<file path="config.mk">
export PLATFORM = sky130hd
export DESIGN_NAME = lvsr_regs
export DESIGN_NICKNAME = d
export VERILOG_FILES = /design/src/shared/lvsr_pkg.sv /design/src/design/lvsr_regs.sv /design/src/design/lvsr_capture.sv
export VERILOG_INCLUDE_DIRS = /design/src /design/src/shared
export SDC_FILE = /design/constraint.sdc
export NUM_CORES = 1
export LEC_CHECK = 0
export BUFFER_PORTS_ARGS = -buffer_cell sky130_fd_sc_hd__buf_2
export CAP_MARGIN = 20
export CELL_PAD_IN_SITES_DETAIL_PLACEMENT = 0
export CELL_PAD_IN_SITES_GLOBAL_PLACEMENT = 1
export CORE_ASPECT_RATIO = 2
export CORE_MARGIN = 2
export CORE_UTILIZATION = 30
export DETAILED_ROUTE_END_ITERATION = 7
export GPL_TIMING_DRIVEN = 0
export PLACE_DENSITY_LB_ADDON = 0.1
export SETUP_SLACK_MARGIN = 0.5
export SLEW_MARGIN = 25
export SYNTH_ARGS = -nofsm -noshare
export SYNTH_HDL_FRONTEND = slang
export SYNTH_SLANG_ARGS = --single-unit
</file>
<file path="constraint.sdc">
create_clock -name i_clk -period 4.35 [get_ports i_clk]
set_input_delay 0.6525 -clock i_clk [delete_from_list [all_inputs] [get_ports i_clk]]
set_output_delay 0.6525 -clock i_clk [all_outputs]
set_load 0.02 [all_outputs]
</file>
<file path="src/shared/lvsr_params.svh">
// Offsets, field positions, reset values and watchdog band limits of the LED voltage and trim registers
`ifndef LVSR_PARAMS_SVH
`define LVSR_PARAMS_SVH

// ----------------------------------------------------------------
// Frame layout
// ----------------------------------------------------------------
`define LVSR_FRAME_BITS     5'h18
`define LVSR_OP_WRITE       2'h0
`define LVSR_OP_READ        2'h1
`define LVSR_FRM_OP_HI      23
`define LVSR_FRM_OP_LO      22
`define LVSR_FRM_ADDR_HI    21
`define LVSR_FRM_ADDR_LO    16

// ----------------------------------------------------------------
// Register offsets
// ----------------------------------------------------------------
`define LVSR_ADDR_LED_VOLTAGE_STATUS    6'h07
`define LVSR_ADDR_CUSTOMER_TRIM_CONTROL 6'h3E

// ----------------------------------------------------------------
// Field positions of the trim register (frame bits = register - 8)
// ----------------------------------------------------------------
`define LVSR_CT_OPC_HI      15
`define LVSR_CT_OPC_LO      13
`define LVSR_CT_FUSE_HI     12
`define LVSR_CT_FUSE_LO     5
`define LVSR_CT_EOT         4

// ----------------------------------------------------------------
// Reset values
// ----------------------------------------------------------------
`define LVSR_RST_OPCODE     3'h0
`define LVSR_RST_FUSE       8'h01
`define LVSR_RST_LEDV       8'h00

// ----------------------------------------------------------------
// Watchdog band limits, percent of the period
// ----------------------------------------------------------------
`define LVSR_WD_PCT_24      32'h00000018
`define LVSR_WD_PCT_50      32'h00000032
`define LVSR_WD_PCT_74      32'h0000004A
`define LVSR_WD_PCT_FULL    32'h00000064

`endif

</file>
<file path="src/shared/lvsr_pkg.sv">
// Types of the LED voltage and trim register block
package lvsr_pkg;

	typedef enum logic [2:0] {
		LVSR_TRIM_IDLE   = 3'b000,
		LVSR_TRIM_READ   = 3'b001,
		LVSR_TRIM_MARGIN = 3'b010,
		LVSR_TRIM_BLANK  = 3'b011,
		LVSR_TRIM_BURN   = 3'b100,
		LVSR_TRIM_END    = 3'b111
	} lvsr_trim_op_t;

	typedef struct packed {
		logic [7:0] value;
	} lvsr_cap_state_t;

	typedef struct packed {
		logic [2:0]    sck_p;
		logic [2:0]    csn_p;
		logic [1:0]    sdi_p;
		logic [23:0]   rx;
		logic [4:0]    cnt;
		logic [23:0]   tx;
		logic [23:0]   next_tx;
		logic          sdo;
		logic          sdo_oe_n;
		lvsr_trim_op_t opcode;
		logic [7:0]    fuse;
		logic          trimming_finished;
		logic          load_pend;
		logic          burn_start;
		logic [7:0]    burn_bits;
		logic          clr_sr;
		logic [1:0]    wd_band;
	} lvsr_top_state_t;

endpackage : lvsr_pkg

</file>
<file path="src/design/lvsr_regs.sv">
// LED voltage status and customer trim registers behind the serial port
// ----------------------------------------------------------------
// How it works
// - Frame bits 23..16 of the status word give the channel 1 off-time LED voltage code, cleared by its read.
// - Frame bits 15..8 give the channel 2 off-time LED voltage code, zero after reset.
// - A channel switched by pin or command refreshes its reading on every cycle it is off.
// - A PWM-dimmed channel refreshes only on the pulse just before its off phase ends.
// - Every 24-bit frame ends in an odd parity bit, checked on entry and made on exit.
// - The watchdog band reports 00 below 24, 01 to 50, 10 to 74 and 11 up to 100 percent.
// - The trim opcode selects read, margin read, blank check, burn or end, 000 after reset.
// - Burn data are taken only with opcode 100 and while trimming is not finished.
// - A blank check loads the eight fuse cells into trim bits 20..13 for read-back.
// ----------------------------------------------------------------
`timescale 1ns/1ns
`include "lvsr_params.svh"

module lvsr_regs #(
	parameter int WD_PERIOD = 1000
) (
	// Clock and reset
	input  logic            i_clk,
	input  logic            i_nrst,
	input  logic            i_ce,
	// Serial port pins
	input  logic            i_sck,
	input  logic            i_csn,
	input  logic            i_sdi,
	output logic            o_sdo,
	output logic            o_sdo_oe_n,
	// Converter side, per channel
	input  logic [1:0][7:0] i_adc,
	input  logic [1:0]      i_buck_off,
	input  logic [1:0]      i_pwm_mode,
	input  logic [1:0]      i_pwm_off_end,
	// Watchdog
	input  logic [15:0]     i_wd_elapsed,
	output logic [1:0]      o_watchdog_elapsed_band,
	// Fuse array
	input  logic [7:0]      i_fuse_cells,
	output logic [2:0]      o_trim_opcode,
	output logic            o_burn_start,
	output logic [7:0]      o_burn_bits,
	output logic            o_trimming_finished,
	// Power-up defaults
	output logic [1:0]      o_default_high_current_range,
	output logic [1:0]      o_default_peak_dac_ch1,
	output logic [1:0]      o_default_volt_offtime_ch1
);

	// Period must fit the 16-bit elapsed count
	if (WD_PERIOD < 1 || WD_PERIOD > 65535) begin : g_bad_period
		$error("WD_PERIOD out of range");
	end

	lvsr_pkg::lvsr_top_state_t st_r;
	lvsr_pkg::lvsr_top_state_t st_nxt;
	logic [1:0][7:0]           ledv;
	logic                      sck_rise;
	logic                      sck_fall;
	logic                      csn_fall;
	logic                      csn_rise;
	logic                      frame_ok;
	logic                      is_write;
	logic                      is_read;
	logic [5:0]                addr;
	logic [31:0]               wd_scaled;
	logic [31:0]               wd_full;

	// ----------------------------------------------------------------
	// Parity helpers
	// ----------------------------------------------------------------
	function automatic logic lvsr_odd_ok(input logic [23:0] w);
		lvsr_odd_ok = ^w;
	endfunction : lvsr_odd_ok

	function automatic logic [23:0] lvsr_seal(input logic [22:0] w);
		lvsr_seal = {w, ~^w};
	endfunction : lvsr_seal

	// ----------------------------------------------------------------
	// Channel readings
	// ----------------------------------------------------------------
	genvar g;
	generate
		for (g = 0; g < 2; g++) begin : g_ch
			lvsr_capture u_cap (
				.i_clk        (i_clk),
				.i_nrst       (i_nrst),
				.i_ce         (i_ce),
				.i_adc        (i_adc[g]),
				.i_buck_off   (i_buck_off[g]),
				.i_pwm_mode   (i_pwm_mode[g]),
				.i_pwm_off_end(i_pwm_off_end[g]),
				.i_clear      (st_r.clr_sr),
				.o_value      (ledv[g])
			);
		end
	endgenerate

	// ----------------------------------------------------------------
	// Frame decode
	// ----------------------------------------------------------------
	// Edges only from the second and third stages
	assign sck_rise = st_r.sck_p[1] && !st_r.sck_p[2];
	assign sck_fall = !st_r.sck_p[1] && st_r.sck_p[2];
	assign csn_fall = !st_r.csn_p[1] && st_r.csn_p[2];
	assign csn_rise = st_r.csn_p[1] && !st_r.csn_p[2];
	assign frame_ok = csn_rise && st_r.cnt == `LVSR_FRAME_BITS
		&& lvsr_odd_ok(st_r.rx);
	assign is_write = st_r.rx[`LVSR_FRM_OP_HI:`LVSR_FRM_OP_LO] == `LVSR_OP_WRITE;
	assign is_read  = st_r.rx[`LVSR_FRM_OP_HI:`LVSR_FRM_OP_LO] == `LVSR_OP_READ;
	assign addr     = st_r.rx[`LVSR_FRM_ADDR_HI:`LVSR_FRM_ADDR_LO];
	assign wd_scaled = {16'h0000, i_wd_elapsed} * `LVSR_WD_PCT_FULL;
	assign wd_full   = 32'(WD_PERIOD);

	// ----------------------------------------------------------------
	// Next state
	// ----------------------------------------------------------------
	always_comb begin
		st_nxt = st_r;
		st_nxt.sck_p = {st_r.sck_p[1:0], i_sck};
		st_nxt.csn_p = {st_r.csn_p[1:0], i_csn};
		st_nxt.sdi_p = {st_r.sdi_p[0], i_sdi};
		st_nxt.burn_start = 1'b0;
		st_nxt.clr_sr = 1'b0;

		// Shift engine: sample on rise, drive on fall
		if (csn_fall) begin
			st_nxt.cnt = 5'h00;
			st_nxt.tx = {st_r.next_tx[22:0], 1'b0};
			st_nxt.sdo = st_r.next_tx[23];
			st_nxt.sdo_oe_n = 1'b0;
		end else if (!st_r.csn_p[1]) begin
			if (sck_rise) begin
				st_nxt.rx = {st_r.rx[22:0], st_r.sdi_p[1]};
				if (st_r.cnt != 5'h1F) begin
					st_nxt.cnt = st_r.cnt + 5'h01;
				end
			end
			if (sck_fall) begin
				st_nxt.sdo = st_r.tx[23];
				st_nxt.tx = {st_r.tx[22:0], 1'b0};
			end
		end
		if (csn_rise) begin
			st_nxt.sdo_oe_n = 1'b1;
		end

		// Command execution, bad parity or length drops the frame
		if (frame_ok && is_read) begin
			case (addr)
				`LVSR_ADDR_LED_VOLTAGE_STATUS: begin
					st_nxt.next_tx = lvsr_seal({ledv[0], ledv[1], 7'h00});
					st_nxt.clr_sr = 1'b1;
				end
				`LVSR_ADDR_CUSTOMER_TRIM_CONTROL: begin
					st_nxt.next_tx = lvsr_seal({st_r.opcode, st_r.fuse,
						st_r.trimming_finished, 11'h000});
				end
				default: begin
					st_nxt.next_tx = lvsr_seal(23'h000000);
				end
			endcase
		end
		if (frame_ok && is_write && addr == `LVSR_ADDR_CUSTOMER_TRIM_CONTROL
			&& !st_r.trimming_finished) begin
			st_nxt.opcode = lvsr_pkg::lvsr_trim_op_t'(
				st_r.rx[`LVSR_CT_OPC_HI:`LVSR_CT_OPC_LO]);
			case (st_r.rx[`LVSR_CT_OPC_HI:`LVSR_CT_OPC_LO])
				lvsr_pkg::LVSR_TRIM_BURN: begin
					st_nxt.fuse = st_r.rx[`LVSR_CT_FUSE_HI:`LVSR_CT_FUSE_LO];
					st_nxt.burn_bits = st_r.rx[`LVSR_CT_FUSE_HI:`LVSR_CT_FUSE_LO];
					st_nxt.burn_start = 1'b1;
				end
				lvsr_pkg::LVSR_TRIM_READ,
				lvsr_pkg::LVSR_TRIM_MARGIN,
				lvsr_pkg::LVSR_TRIM_BLANK: begin
					// Fuse array answers one cycle after the mode shows
					st_nxt.load_pend = 1'b1;
				end
				lvsr_pkg::LVSR_TRIM_END: begin
					st_nxt.trimming_finished = 1'b1;
				end
				default: begin
					st_nxt.load_pend = 1'b0;
				end
			endcase
		end else if (st_r.load_pend) begin
			st_nxt.fuse = i_fuse_cells;
			st_nxt.load_pend = 1'b0;
		end

		// Watchdog band from elapsed fraction
		if (wd_scaled < `LVSR_WD_PCT_24 * wd_full) begin
			st_nxt.wd_band = 2'h0;
		end else if (wd_scaled < `LVSR_WD_PCT_50 * wd_full) begin
			st_nxt.wd_band = 2'h1;
		end else if (wd_scaled < `LVSR_WD_PCT_74 * wd_full) begin
			st_nxt.wd_band = 2'h2;
		end else begin
			st_nxt.wd_band = 2'h3;
		end
	end

	// ----------------------------------------------------------------
	// State register
	// ----------------------------------------------------------------
	always_ff @(posedge i_clk or negedge i_nrst) begin
		if (!i_nrst) begin
			st_r <= '0;
			st_r.csn_p <= 3'h7;
			st_r.sdo_oe_n <= 1'b1;
			st_r.next_tx <= 24'h000001;
			st_r.opcode <= lvsr_pkg::LVSR_TRIM_IDLE;
			st_r.fuse <= `LVSR_RST_FUSE;
		end else if (i_ce) begin
			st_r <= st_nxt;
		end
	end

	// ----------------------------------------------------------------
	// Outputs
	// ----------------------------------------------------------------
	assign o_sdo = st_r.sdo;
	assign o_sdo_oe_n = st_r.sdo_oe_n;
	assign o_watchdog_elapsed_band = st_r.wd_band;
	assign o_trim_opcode = st_r.opcode;
	assign o_burn_start = st_r.burn_start;
	assign o_burn_bits = st_r.burn_bits;
	assign o_trimming_finished = st_r.trimming_finished;
	assign o_default_high_current_range = st_r.fuse[7:6];
	assign o_default_peak_dac_ch1 = st_r.fuse[5:4];
	assign o_default_volt_offtime_ch1 = st_r.fuse[3:2];

	// ----------------------------------------------------------------
	// Checks
	// ----------------------------------------------------------------
	eot_lock_a: assert property (@(posedge i_clk) disable iff (!i_nrst)
		st_r.trimming_finished |=> st_r.trimming_finished && $stable(st_r.opcode) && !st_r.burn_start)
		else $error("trim changed after end of trimming");

	burn_gate_a: assert property (@(posedge i_clk) disable iff (!i_nrst)
		st_r.burn_start |-> st_r.opcode == lvsr_pkg::LVSR_TRIM_BURN
		&& st_r.fuse == st_r.burn_bits && !$past(st_r.trimming_finished))
		else $error("burn without burn opcode");

	blank_load_a: assert property (@(posedge i_clk) disable iff (!i_nrst)
		i_ce && st_r.load_pend && st_r.opcode == lvsr_pkg::LVSR_TRIM_BLANK
		|=> st_r.fuse == $past(i_fuse_cells))
		else $error("blank check not loaded");

	band_low_a: assert property (@(posedge i_clk) disable iff (!i_nrst)
		i_ce && wd_scaled < `LVSR_WD_PCT_24 * wd_full |=> o_watchdog_elapsed_band == 2'h0)
		else $error("watchdog band wrong below 24 percent");

	band_top_a: assert property (@(posedge i_clk) disable iff (!i_nrst)
		i_ce && wd_scaled >= `LVSR_WD_PCT_74 * wd_full |=> o_watchdog_elapsed_band == 2'h3)
		else $error("watchdog band wrong above 74 percent");

	read_clear_a: assert property (@(posedge i_clk) disable iff (!i_nrst)
		i_ce && frame_ok && is_read && addr == `LVSR_ADDR_LED_VOLTAGE_STATUS
		|=> st_r.clr_sr && st_r.next_tx[23:16] == $past(ledv[0]))
		else $error("status read not cleared");

	tx_parity_a: assert property (@(posedge i_clk) disable iff (!i_nrst)
		csn_fall |-> ^st_r.next_tx)
		else $error("outgoing frame not odd parity");

	bad_parity_a: assert property (@(posedge i_clk) disable iff (!i_nrst)
		i_ce && csn_rise && !lvsr_odd_ok(st_r.rx)
		|=> $stable(st_r.opcode) && $stable(st_r.next_tx))
		else $error("bad parity frame executed");

	defaults_a: assert property (@(posedge i_clk) disable iff (!i_nrst)
		i_ce && st_r.load_pend && !frame_ok
		|=> {o_default_high_current_range, o_default_peak_dac_ch1,
		o_default_volt_offtime_ch1} == $past(i_fuse_cells[7:2]))
		else $error("default outputs not from loaded trim bits");

	burn_c: cover property (@(posedge i_clk) disable iff (!i_nrst) st_r.burn_start);
	eot_c: cover property (@(posedge i_clk) disable iff (!i_nrst) $rose(st_r.trimming_finished));
	sr_read_c: cover property (@(posedge i_clk) disable iff (!i_nrst) st_r.clr_sr);

endmodule : lvsr_regs

</file>
<file path="src/design/lvsr_capture.sv">
// Off-time LED voltage holding register of one buck channel
`timescale 1ns/1ns
`include "lvsr_params.svh"

module lvsr_capture (
	// Clock and reset
	input  logic       i_clk,
	input  logic       i_nrst,
	input  logic       i_ce,
	// Converter side
	input  logic [7:0] i_adc,
	input  logic       i_buck_off,
	input  logic       i_pwm_mode,
	input  logic       i_pwm_off_end,
	// Register side
	input  logic       i_clear,
	output logic [7:0] o_value
);

	lvsr_pkg::lvsr_cap_state_t st_r;
	lvsr_pkg::lvsr_cap_state_t st_nxt;
	logic                      upd;

	// ----------------------------------------------------------------
	// Refresh and read-and-clear
	// ----------------------------------------------------------------
	always_comb begin
		st_nxt = st_r;
		upd = i_pwm_mode ? i_pwm_off_end : i_buck_off;
		if (upd) begin
			st_nxt.value = i_adc;
		end else if (i_clear) begin
			// Fresh sample wins over a read in the same cycle
			st_nxt.value = `LVSR_RST_LEDV;
		end
	end

	always_ff @(posedge i_clk or negedge i_nrst) begin
		if (!i_nrst) begin
			st_r.value <= `LVSR_RST_LEDV;
		end else if (i_ce) begin
			st_r <= st_nxt;
		end
	end

	assign o_value = st_r.value;

	// ----------------------------------------------------------------
	// Checks
	// ----------------------------------------------------------------
	cont_refresh_a: assert property (@(posedge i_clk) disable iff (!i_nrst)
		i_ce && !i_pwm_mode && i_buck_off |=> o_value == $past(i_adc))
		else $error("reading not refreshed while off");

	pwm_hold_a: assert property (@(posedge i_clk) disable iff (!i_nrst)
		i_ce && i_pwm_mode && !i_pwm_off_end && !i_clear |=> $stable(o_value))
		else $error("pwm reading changed outside off-end");

	clear_zero_a: assert property (@(posedge i_clk) disable iff (!i_nrst)
		i_ce && i_clear && !upd |=> o_value == 8'h00)
		else $error("reading not cleared");

	pwm_cap_c: cover property (@(posedge i_clk) disable iff (!i_nrst)
		i_ce && i_pwm_mode && i_pwm_off_end);

endmodule : lvsr_capture

</file>
== Yosys cells after proc, flatten, opt, wreduce, memory -nomap -nowiden ==
Cells that the tools add are included.

* Add/sub/neg operators: 1
* Multipliers: 1
* $lt $le $gt $ge: 3
* Eq/ne operators: 13
* Muxes and demuxes: 28
* Bitwise operators: 2
* Reductions and logical operators: 40

{| class="wikitable"
|+ Operator list
! operator !! count
|-
| 29-bit two-way mux || 2
|-
| 8-bit two-way mux || 6
|-
| 24-bit one-hot mux with 2 select lines || 1
|-
| 23-bit XNOR reduction || 2
|-
| 24-bit two-way mux || 1
|-
| 24-bit parity || 1
|-
| 23-bit by 15-bit < comparator with 1-bit output, second input constant || 1
|-
| 23-bit by 16-bit < comparator with 1-bit output, second input constant || 1
|-
| 23-bit by 17-bit < comparator with 1-bit output, second input constant || 1
|-
| 16-bit by 5-bit multiplier with 21-bit output, second input constant || 1
|-
| 9-bit two-way mux || 2
|-
| 2-bit nonzero test || 7
|-
| 2-bit AND reduction || 6
|-
| 3-bit AND reduction || 4
|-
| 1-bit two-way mux || 11
|-
| 1-bit logical AND || 10
|-
| 5-bit two-way mux || 2
|-
| 4-bit AND reduction || 2
|-
| 3-bit by 2-bit == test with 1-bit output, second input constant || 2
|-
| 3-bit == test, second input constant || 2
|-
| 6-bit by 3-bit == test with 1-bit output, second input constant || 1
|-
| 6-bit == test, second input constant || 1
|-
| 5-bit by 1-bit adder with 5-bit output, second input constant || 1
|-
| 5-bit == test, second input constant || 1
|-
| 12 further kinds || 19
|}

* Flip-flop bits (word level): 128
* Output and inout port bits: 23
* Logic and storage cells: 107

== Longest topological paths before layout ==
Gate-level depths: netlist (run 1).

* Depth after elaboration: 9
* Depth in mapped cells: 15
* Gate-level depth less buffers: 14

== Cells and area by module ==
From an unflattened synthesis (run 1), not the netlist that was laid out.

* Cell total of the unflattened synthesis: 768
* Area, all modules: 7738.7 sq um

{| class="wikitable"
|+ By module, submodules not included
! module !! times used !! cells each !! area each (sq um) !! sequential area each (sq um)
|-
| lvsr_regs || 1 || 724 || 7105.6 || 2610.0
|-
| lvsr_capture || 2 || 22 || 316.6 || 200.2
|}

== Least setup slack after synthesis (run 1) ==
No wires, ideal clock.

* Path type: in2reg
* Start: input i_wd_elapsed[8]
* End: register st_r, in the netlist o_watchdog_elapsed_band[1]
* Library setup time: 0.126 ns
* Arrival: 3.910 ns
* Setup slack: 0.314 ns
* Stages on the path: 15
* Buffers on the path: 1
* Cell sequence: ha_1 -> ha_1 -> inv_1 -> fa_1 -> inv_1 -> ha_1 -> clkbuf_1 -> a21o_1 -> and2_1 -> o21a_1 -> or3b_2 -> mux2i_1 -> nor3_1 -> nand4_1 -> o32a_1

* Word-level cells in the longest chain between the ends: 4
* Elaborated cells on any way between the ends: 5
* Those cells by class: mul: 1; order compare: 2; mux: 2

{| class="wikitable"
|+ Ends and longest elaborated chain
! element !! line !! RTL
|-
| start, declared || lvsr_regs.sv:36 || <nowiki>input logic [15:0] i_wd_elapsed,</nowiki>
|-
| 16-bit by 5-bit multiplier with 21-bit output (no line) (*) || n/a ||
|-
| 23-bit by 16-bit < comparator with 1-bit output || lvsr_regs.sv:196 || <nowiki>end else if (wd_scaled < `LVSR_WD_PCT_50 * wd_full) begin</nowiki>
|-
| 2-bit two-way mux || lvsr_regs.sv:196 ||
|-
| 2-bit two-way mux (*) || lvsr_regs.sv:194 || <nowiki>if (wd_scaled < `LVSR_WD_PCT_24 * wd_full) begin</nowiki>
|-
| end signal, assigned || lvsr_regs.sv:217 || <nowiki>st_r <= st_nxt;</nowiki>
|-
| end, declared || lvsr_regs.sv:55 || <nowiki>lvsr_pkg::lvsr_top_state_t st_r;</nowiki>
|}

Every way passes the cells marked *; elsewhere a longest branch is shown, timed or not.
A chain may end at the register's enable or synchronous reset.

== Worst setup path after layout (run 1) ==
* Start: input i_wd_elapsed[2]
* End: register st_r, in the netlist o_watchdog_elapsed_band[1]

Same word-level chain as after synthesis.

==> results of run 1 <==
[cell usage after synthesis (12+ instances only)]
library cell and number:
o21ai_0 62, nand2_1 100, clkbuf_1 24, mux2i_1 18
nor2_1 13, dfrtp_1 114, buf_4 20, a22oi_1 12
ha_1 66, xnor2_1 45, a21oi_1 25, mux2_2 35
nand3_1 38, inv_1 66
[cell usage in the layout, fill, tap and decap left out, types with 8 or more instances in the layout]
cell type / n
clkbuf_8: 8
mux2i_1: 18
buf_4: 24
buf_2: 72
clkbuf_1: 24
ha_1: 63
clkbuf_16: 17
nand2_1: 100
fa_1: 11
o21ai_0: 60
a21oi_1: 23
a41oi_2: 8
a22oi_1: 12
nor2_1: 13
dfrtp_1: 114
nand2b_1: 9
nand3_1: 38
xnor2_1: 45
xor2_1: 11
inv_1: 66
mux2_2: 35
[logic make-up (layout without fill, tap and decap cells)]
group | Yosys count | count (layout)
and+or+nand+nor | 199 | 199
AOI/OAI and AO/OA | 143 | 143
DFF | 120 | 120
buffers and inverters | 115 | 224
adders and majority gates | 77 | 77
xor gates and xnor gates | 59 | 59
muxes | 58 | 58
[metrics by stage]
stage	instances	utilization	hold slack (ns)	power [mW]	TNS [ns]
2_1_floorplan	771	-	0.357	2.19	0
3_3_place_gp	1181	0.338	0.464	2.48	-0.283
3_5_place_dp	1182	0.339	0.470	2.51	-0.301
4_1_cts	1216	0.368	0.0831	4.07	0
5_1_grt	1216	0.370	0.0997	4.27	0
6_report	1216	0.370	0.0933	4.02	0
[worst paths after layout]
check                                     start                         end  cells past startpoint
worst min-delay path                     i_nrst                    st_r[78]                      1
worst max-delay path            i_wd_elapsed[2]  o_watchdog_elapsed_band[1]                     13
worst min register to register            o_sdo                       o_sdo                      2
min in group i_clk                    i_adc[13]    g_ch[1].u_cap.o_value[5]                      3
max in group asynchronous                i_nrst                    st_r[60]                      2
worst max register to register        st_r[102]                    st_r[49]                     10
[state kept, by name (all words and copies together), names as in the netlist, 2 cells and up]
register                      flops
st_nxt                            5
o_default_high_current_range      2
o_burn_bits                       8
st_r                             70
o_default_peak_dac_ch1            2
o_trim_opcode                     3
addr                              6
o_default_volt_offtime_ch1        2
o_watchdog_elapsed_band           2
g_ch.u_cap.o_value               16
[report_power, final]
| group | internal (mW) | switching, mW |
|---|---|---|
| Clock | 0.988 | 0.500 |
| Sequential | 1.21 | 0.103 |
| Combinational | 0.560 | 0.663 |
| Total | 2.76 | 1.27 |
[layer usage]
layer  share of wire  wire, µm  vias up  global-route usage
li1                -         -     2815                   -
met1            0.33      6660     2810               0.139
met2            0.62     12500       69               0.331
met3           0.027       547       24              0.0287
met4           0.024       478        0              0.0596
met5               0         0        -                   0
[timing repair]
| item | CTS | global route |
|---|---|---|
| endpoints found under the setup margin | 2 | 2 |
| hold endpoints to repair | 0 | 0 |
| buffers inserted | 2 | 0 |
| pin swaps | 8 | 3 |
| resized for setup | 21 | 5 |
[cell type report]
cell class | instances | area [µm²]
inverters | 66 | 248
repair buffers | 77 | 428
clock buffers | 25 | 515
fillers | 2658 | 15800
well taps | 336 | 420
multi-input cells | 536 | 4230
plain buffers | 49 | 288
clock inverters | 7 | 113
flip-flops and latches | 120 | 3010
==> metrics.txt, run 1 <==
setup slack, reg-to-reg=1.37 ns; xor and xnor fraction of the mapped netlist area=0.0715; drt wl/cell=16.6 µm; vias per inst=~4.7; Die Footprint=roughly 27000 µm²; Buf+Inv Stages, Crit Path=1; Ports=75; Bufs on Longest Clock Path=2; Num CTS Buffers=17; max_cap viols=0; Routed WL=20.2 mm; Setup WS post-layout=between 0.6 and 0.7 ns; first-pass GRT wire length=approximately 32 mm; Seq cells post-synth=120; global route overflow=0; synth top area cells=dfrtp_1 (37%), ha_1 (11%), mux2_2 (5.2%), xnor2_1 (5.2%), nand2_1 (4.9%); largest family of logic cells by synthesized area=adder cells; post-synthesis cell count=771; EDFF count, synth=0; placement-stage cell area=8490 µm²; Setup WS pre-CTS=-0.205 ns; Initial Utilization=0.306; RSZ-0062 raised after global routing=yes; worst-path cell chain=buf_2 > ha_1 > ha_1 > fa_1 > ha_1 > o211ai_1 > o21ai_2 > o21ai_2 > or3b_4 > mux2i_1 > nor3_2 > nand4_1 > o32a_1; CP required=4.66 ns; Layout Nets=996; Post-Layout Inst Area=9250 µm²; Peak Freq=~270 MHz; GP Congestion=slightly above 0.8; drt pass-1 iters=4; Hold Path Class=input port to async pin; All-Layer GR Usage=0.158; CP peak stage delay=about 0.46 ns; Yosys top cell by area=dfrtp_1; I/O Buffers=74; Max FO, Critical Path=4; largest net degree at the start of global routing=86; simple-gate share of the synthesized area=0.123; Die H=230 µm; hold_buf cts=0; CTS tree=done; Peak VDD IR=256 µV; Final Hold Vio Count=0; crit-path leading delay family=adder cells; Clock Latency Late Sink=~0.43 ns; DP HPWL=16.3 mm; Setup CP Type=input port to flip-flop; status=completed; core area=25000 µm²; Power Density=435 nW/µm²; Mapped Area=7650 µm²; DRC Markers=0; Yosys top cell area share=0.373; DRT antenna net count=0; Final setup viols=0; clock-pin slew on the worst setup and hold paths=0.05 ns; adder-cell share of the synthesized area=0.137; CP startpoint kind=input port; worst-margin pin slew=approximately 0.76 ns; antenna violations before repair=0; mux contribution to synthesized area=0.0844; row count=82; synth unique cells=61; Synth async-reset ratio=1.00; min Tclk post-route=between 3 and 4 ns; share of layout cells above drive strength 1=0.234; vias in the first global route=6331; slowest stage cell, crit path=fa_1; via count=5718; Top FF cell, synth=dfrtp_1; Slew Viols, Final=0; synth warn=0; Worst setup EP type=flip-flop; post-synthesis compound-gate area fraction=0.123; leakage=4.35 nW; post-synthesis sequential area ratio=0.394; Slew HR=0.496; antenna cell count=0; clk_skew=0.00537 ns; Area Overhead vs Synth=20.9%; H-tree depth=4; CTS Root Cell=clkbuf_16; chip width=117 µm; mean post-synth cell area=approximately 10 µm²; DRT iter0 DRCs=252; most used cell, CP=ha_1; clk sinks=120; Final period util=0.857; Mapped Nets=900; WP data arrival=slightly above 4 ns
No activity file was read; power rests on OpenSTA's default activity.
==> inputs of run 2 (changes only) <==
--- a/config.mk
+++ b/config.mk
@@ -15,7 +15,7 @@
 export CORE_UTILIZATION = 30
 export DETAILED_ROUTE_END_ITERATION = 7
 export GPL_TIMING_DRIVEN = 0
-export PLACE_DENSITY_LB_ADDON = 0.1
+export PLACE_DENSITY = 0.6
 export SETUP_SLACK_MARGIN = 0.5
 export SLEW_MARGIN = 25
 export SYNTH_ARGS = -nofsm -noshare
==> run 2 against run 1 <==
- via count up 0.40%
- clock power fell by 4%
- largest cell class unchanged
- register-to-register slack got worse by 0.14 ns
- critical endpoint unchanged
- wire length shrank 0.55%
- sequential cell count unchanged
- global-route usage is 0.27 points higher
- largest power group unchanged
==> metrics.txt, run 2 (synthesis results as in run 1) <==
core area=25000 µm² (unchanged); Power Density=428 nW/µm² (-1.6%); DP HPWL=15.8 mm (-2.7%); drt pass-1 iters=4 (unchanged); clk sinks=120 (unchanged); chip width=117 µm (unchanged); CP required=4.66 ns (about the same); GP Congestion=0.739 (-9.2%); Peak Freq=272 MHz (+1.5%); Max FO, Critical Path=4 (unchanged); Ports=75 (unchanged); Final setup viols=0 (unchanged); Final Hold Vio Count=0 (unchanged); RSZ-0062 raised after global routing=no; worst-margin pin slew=0.807 ns (+0.0506 ns); Bufs on Longest Clock Path=2 (unchanged); WP data arrival=3.98 ns (-0.06 ns); leakage=4.32 nW (-0.68%); clock-pin slew on the worst setup and hold paths=0.06 ns (about the same); placed insts=1182 (unchanged); largest reg by FF count=st_r; via count=5741 (+0.40%); Routed WL=20.1 mm (-0.55%); worst r2r path cells=10 (unchanged); Die H=230 µm (unchanged); Fin Hold WS=0.0945 ns (+0.00122 ns); drt wl/cell=16.5 µm (-0.64%); slowest stage cell, crit path=fa_1; Setup CP Type=input port to flip-flop; clk_skew=0.00949 ns (+0.00412 ns); DRT antenna net count=0 (unchanged); CP peak stage delay=0.57 ns (+0.11 ns); max reg flops=70 (unchanged); placement-stage cell area=8490 µm² (unchanged); H-tree depth=4 (unchanged); register area=3010 µm² (unchanged); global route overflow=0 (unchanged); Filler cells=2668 (+0.38%); DRC Markers=0 (unchanged); DRT iter0 DRCs=273 (+8.3%); most frequent cells in the layout=dfrtp_1 (114), nand2_1 (100), buf_2 (71); final cell count without fillers=1217 (+0.082%); Die Footprint=26900 µm² (unchanged); Setup TNS=0 ns (unchanged); crit-path leading delay family=adder cells; stages on the worst setup path=13 (unchanged); post-layout util=0.371 (+0.00150); antenna violations before repair=2 (+2); Initial Utilization=0.306 (unchanged); Clock Latency Late Sink=0.43 ns (about the same); first-pass GRT wire length=32.7 mm (+2.0%); Peak VDD IR=259 µV (+1.5%); Slew Viols, Final=0 (unchanged); Buf+Inv Stages, Crit Path=1 (unchanged); CP startpoint kind=input port; Hold Path Class=input port to async pin; vias per inst=4.72 (+0.32%); max_cap viols=0 (unchanged); Layout Nets=997 (+0.10%); vias in the first global route=6103 (-3.6%); row count=82 (unchanged); Area Overhead vs Synth=21.4%; All-Layer GR Usage=0.161 (+0.00273); CTS Root Cell=clkbuf_16; I/O Buffers=74 (unchanged); largest net degree at the start of global routing=84 (-2.3%); min Tclk post-route=3.67 ns (-0.0567 ns); Final period util=0.844 (-0.0130); Worst setup EP type=flip-flop; share of layout cells above drive strength 1=0.243 (+0.00909); Post-Layout Inst Area=9290 µm² (+0.41%); Slew HR=0.462 (-0.0337); CTS tree=done; status=completed; multi-input logic area=4280 µm² (+1.2%); commonest non-fill, non-tap cell in the layout=dfrtp_1; worst-path cell chain=buf_2 > ha_1 > ha_1 > fa_1 > ha_4 > o211ai_1 > o21ai_2 > o21ai_2 > or3b_4 > mux2i_1 > nor3_2 > nand4_1 > o32a_1; Num CTS Buffers=17 (unchanged)
[run 2: changes by cell type in the layout (fill, tap and decap cells not counted), moves of 2 or more]
cell,before,now
clkbuf_8,8,2
ha_1,63,57
clkbuf_1,24,22
ha_4,2,6
ha_2,1,3
clkinvlp_4,1,3
inv_6,0,2
clkinv_4,0,4
[run 2: metrics by stage]
| stage | power, mW | setup WS (ns) |
|---|---|---|
| finish | 3.98 | 0.679 |
| global route | 4.23 | 0.512 |
| CTS | 4.01 | 0.512 |
| detailed placement | 2.50 | -0.247 |
| global placement | 2.48 | -0.235 |
| floorplan | 2.19 | 0.534 |
[run 2: timing repair]
item / 4_1_cts / 5_1_grt
gates resized for setup: 27 / 7
buffers inserted: 3 / 0
endpoints found under the setup margin: 2 / 2
hold buffers: 0 / 0
pin swaps: 15 / 7
[run 2: where the power goes]
group          switching (mW)  internal [mW]  leakage, nW
registers              0.0943           1.21         1.59
logic                   0.665          0.577         2.44
clock network           0.533          0.899        0.286
[run 2: worst paths after layout]
check,slack [ns],end,start
min in group i_clk,0.44,g_ch[1].u_cap.o_value[2],i_adc[10]
hold reg to reg,0.47,o_sdo,o_sdo
setup reg to reg,1.23,st_r[50],st_r[102]
setup / recovery,0.68,o_watchdog_elapsed_band[1],i_wd_elapsed[2]
max in group asynchronous,3.50,st_r[27],i_nrst
hold / removal,0.09,st_nxt[105],i_nrst
[run 2: cell type report]
cell class | count | share of cell area
buffer | 49 | 0.0310
antenna | 1 | 0.000269
timing repair buffer | 78 | 0.0476
tap | 336 | 0.0453
clock inverter | 14 | 0.0189
inverter | 66 | 0.0267
clock buffer | 17 | 0.0458
multi-input combinational | 536 | 0.460
sequential | 120 | 0.324
[run 2: routing by layer]
metal  vias up  global-route usage  wire length (µm)
li1       2833                   -                 -
met1      2783               0.168              7360
met2        93               0.306             11600
met3        30              0.0324               613
met4         2              0.0599               524
met5         -                   0                13
==> inputs of run 3 (changes only) <==
--- a/config.mk
+++ b/config.mk
@@ -6,6 +6,7 @@
 export SDC_FILE = /design/constraint.sdc
 export NUM_CORES = 1
 export LEC_CHECK = 0
+export ABC_AREA = 1
 export BUFFER_PORTS_ARGS = -buffer_cell sky130_fd_sc_hd__buf_2
 export CAP_MARGIN = 20
 export CELL_PAD_IN_SITES_DETAIL_PLACEMENT = 0
@@ -15,7 +16,7 @@
 export CORE_UTILIZATION = 30
 export DETAILED_ROUTE_END_ITERATION = 7
 export GPL_TIMING_DRIVEN = 0
-export PLACE_DENSITY = 0.6
+export PLACE_DENSITY = 0.62
 export SETUP_SLACK_MARGIN = 0.5
 export SLEW_MARGIN = 25
 export SYNTH_ARGS = -nofsm -noshare
==> constraint.sdc (replaced) <==
create_clock -name i_clk -period 3.4 [get_ports i_clk]
set_input_delay 0.51 -clock i_clk [delete_from_list [all_inputs] [get_ports i_clk]]
set_output_delay 0.51 -clock i_clk [all_outputs]
set_load 0.02 [all_outputs]
==> run 3 against run 2 <==
- critical path depth is 4 higher
- worst setup slack worse by 0.10 ns
- critical endpoint unchanged
- via count is 16% higher
- clock power is 38% higher
- worst hold slack better by 0.20 ns
- count of clock-buffer cells in the layout is 3 higher
- clock skew is 0.0028 ns higher
- final cell count is 21% higher
- cell area is 11% higher
- sequential power is 42% higher
- sequential cell count stayed put
- global-route usage is 0.24 points lower
==> metrics.txt, run 3 <==
DRC Markers=0 (unchanged); clk sinks=120 (unchanged); drt wl/cell=14.4 µm (-13%); core area=26200 µm² (+4.5%); post-synthesis sequential area ratio=0.379 (-0.0144); Ports=75 (unchanged); vias per inst=4.52 (-4.2%); most common cell in the synthesized netlist=nand2_1; CTS Root Cell=clkbuf_16; post-synthesis compound-gate area fraction=0.118 (-0.00562); worst r2r path cells=15 (+5); Setup TNS=0 ns (unchanged); Mapped Nets=1135 (+26%); synth warn=0 (unchanged); DP HPWL=16.7 mm (+5.8%); synth unique cells=41 (-33%); clock-pin slew on the worst setup and hold paths=0.06 ns (about the same); global route overflow=0 (unchanged); Clock Latency Late Sink=0.41 ns (-0.02 ns); mux contribution to synthesized area=0.00284 (-0.0816); Hold Path Class=input port to flip-flop; first-pass GRT wire length=34.9 mm (+6.4%); placement-stage cell area=9140 µm² (+7.6%); Peak Freq=~350 MHz; Yosys top cell by area=dfrtp_1; largest family of logic cells by synthesized area=simple AND/OR/NAND/NOR gates; Final Power=6.33 mW (+59%); Slew Viols, Final=0 (unchanged); I/O Buffers=73 (-1.4%); adder-cell share of the synthesized area=0.132 (-0.00500); DRT antenna net count=0 (unchanged); H-tree depth=4 (unchanged); Final setup viols=0 (unchanged); Area Overhead vs Synth=30.2%; drt pass-1 iters=4 (unchanged); mean post-synth cell area=7.89 µm² (-20%); Final Hold Vio Count=0 (unchanged); synth top area cells=dfrtp_1 (36%), nand2_1 (12%), ha_1 (10%), inv_1 (7.6%), o21ai_0 (5.0%); vias in the first global route=6999 (+15%); Power Density=613 nW/µm² (+43%); Post-synth top cells=nand2_1 (260), inv_1 (160), dfrtp_1 (114); status=completed; Bufs on Longest Clock Path=2 (unchanged); min Tclk post-route=2.82 ns; Top FF cell, synth=dfrtp_1; WP data arrival=3.12 ns (-0.86 ns); Setup CP Type=input port to flip-flop; Post-Layout Inst Area=10300 µm² (+11%); Seq cells post-synth=120 (unchanged); CTS tree=done; antenna cell count=0 (-1); commonest non-fill, non-tap cell in the layout=nand2_1; Initial Utilization=0.303 (-0.00217); hold depth=3; Synth async-reset ratio=1.00 (unchanged); share of layout cells above drive strength 1=0.271 (+0.0274); via count=6645 (+16%); chip width=119 µm (+1.8%); Die H=234 µm (+1.8%); largest reg by FF count=st_r; Routed WL=21.1 mm (+5.3%); CP startpoint kind=input port; Fin Hold WS=0.297 ns (+0.203 ns); Slew HR=0.558 (+0.0954); max_cap viols=0 (unchanged); Peak VDD IR=302 µV (+17%); max reg flops=70 (unchanged); most frequent cells in the layout=nand2_1 (224), inv_1 (144), dfrtp_1 (114); largest net degree at the start of global routing=77 (-8.3%); leakage=5.14 nW (+19%); DRT iter0 DRCs=265 (-2.9%); Yosys top cell area share=0.359 (-0.0136); Max FO, Critical Path=4 (unchanged); GP Congestion=0.787 (+6.6%); simple-gate share of the synthesized area=0.213 (+0.0901); Worst setup EP type=flip-flop; Die Footprint=27900 µm² (+3.7%); antenna violations before repair=1 (-1); Final period util=0.830; worst-margin pin slew=0.657 ns (-0.149 ns); clk_skew=0.0123 ns (+0.00279 ns); RSZ-0062 raised after global routing=yes; xor and xnor fraction of the mapped netlist area=0.0375 (-0.0340); Layout Nets=1243 (+25%); row count=84 (+2.4%); CP required=3.69 ns (-0.97 ns); Mapped Area=7940 µm² (+3.8%); All-Layer GR Usage=0.159 (-0.00235); EDFF count, synth=0 (unchanged); Num CTS Buffers=17 (unchanged); post-synthesis cell count=1006 (+30%)
==> run 3: cell types whose count changed after synthesis, sizes merged, moves of 26 or more <==
| cell | delta |
|---|---|
| inv | +104 |
| xnor2 | -26 |
| nand2 | +165 |
| mux2 | -37 |
| nand3 | +35 |
| o21ai | +43 |
==> run 3: repair_timing <==
item                       CTS  global route
pin swaps                   28            65
buffers inserted             7             7
setup endpoints to repair    2             2
hold endpoints to repair     4             0
hold buffers                 1             0
gates resized for setup     32            75
==> run 3: worst max-delay path, stage by stage <==
cell	delay [ns]
buf_4	0.14
ha_4	0.23
ha_1	0.27
inv_1	0.04
fa_1	0.49
inv_2	0.05
ha_4	0.24
a21oi_4	0.16
buf_4	0.13
buf_4	0.10
nand2_4	0.06
xnor2_2	0.18
nand2_1	0.09
nor2_2	0.12
o21bai_2	0.10
o21ai_2	0.14
nand2_1	0.06
==> run 3: layout make-up <==
| class | count | area [µm²] |
|---|---|---|
| Fill cell | 2731 | 15800 |
| Multi-Input combinational cell | 667 | 4750 |
| Sequential cell | 120 | 3010 |
| Inverter | 172 | 648 |
| Timing Repair Buffer | 89 | 571 |
| Clock buffer | 20 | 437 |
| Tap cell | 344 | 430 |
| Buffer | 47 | 290 |
| Clock inverter | 12 | 199 |
==> run 3: cells by family after synthesis <==
family | after synthesis
compound gates | 164
mux | 2
simple gates | 390
xor+xnor | 34
fa+ha+maj | 77
flops | 120
buf+inv | 219
==> run 3: metal layers <==
| layer | global-route usage | vias up | share of wire |
|---|---|---|---|
| met5 | 0 | - | 0.00052 |
| met4 | 0.0625 | 2 | 0.028 |
| met3 | 0.0199 | 25 | 0.017 |
| met2 | 0.335 | 82 | 0.60 |
| met1 | 0.149 | 3126 | 0.35 |
| li1 | - | 3410 | - |
==> run 3: stage by stage <==
stage                     utilization  setup WS [ns]  std cells
after floorplan                     -          0.507       1006
after global placement          0.348         -0.113       1423
after detailed placement        0.349         -0.143       1424
after CTS                       0.381          0.503       1464
after global routing            0.395          0.405       1471
final                           0.395          0.577       1471
==> run 3: worst paths after layout <==
check,slack [ns],to,start
max,0.58,o_watchdog_elapsed_band[1],i_wd_elapsed[4]
max in group asynchronous,2.05,st_r[27],i_nrst
max reg2reg,1.00,o_default_volt_offtime_ch1[1],addr[4]
min reg2reg,0.48,st_r[27],st_r[27]
min in group asynchronous,0.58,g_ch[0].u_cap.o_value[0],i_nrst
min,0.30,st_nxt[105],i_sdi
==> run 3: where the power goes <==
part | internal (mW) | leakage, nW | switching [mW]
Combinational | 1.01 | 3.27 | 1.50
Sequential | 1.68 | 1.56 | 0.166
Clock | 1.30 | 0.308 | 0.672
Total | 3.99 | 5.14 | 2.34
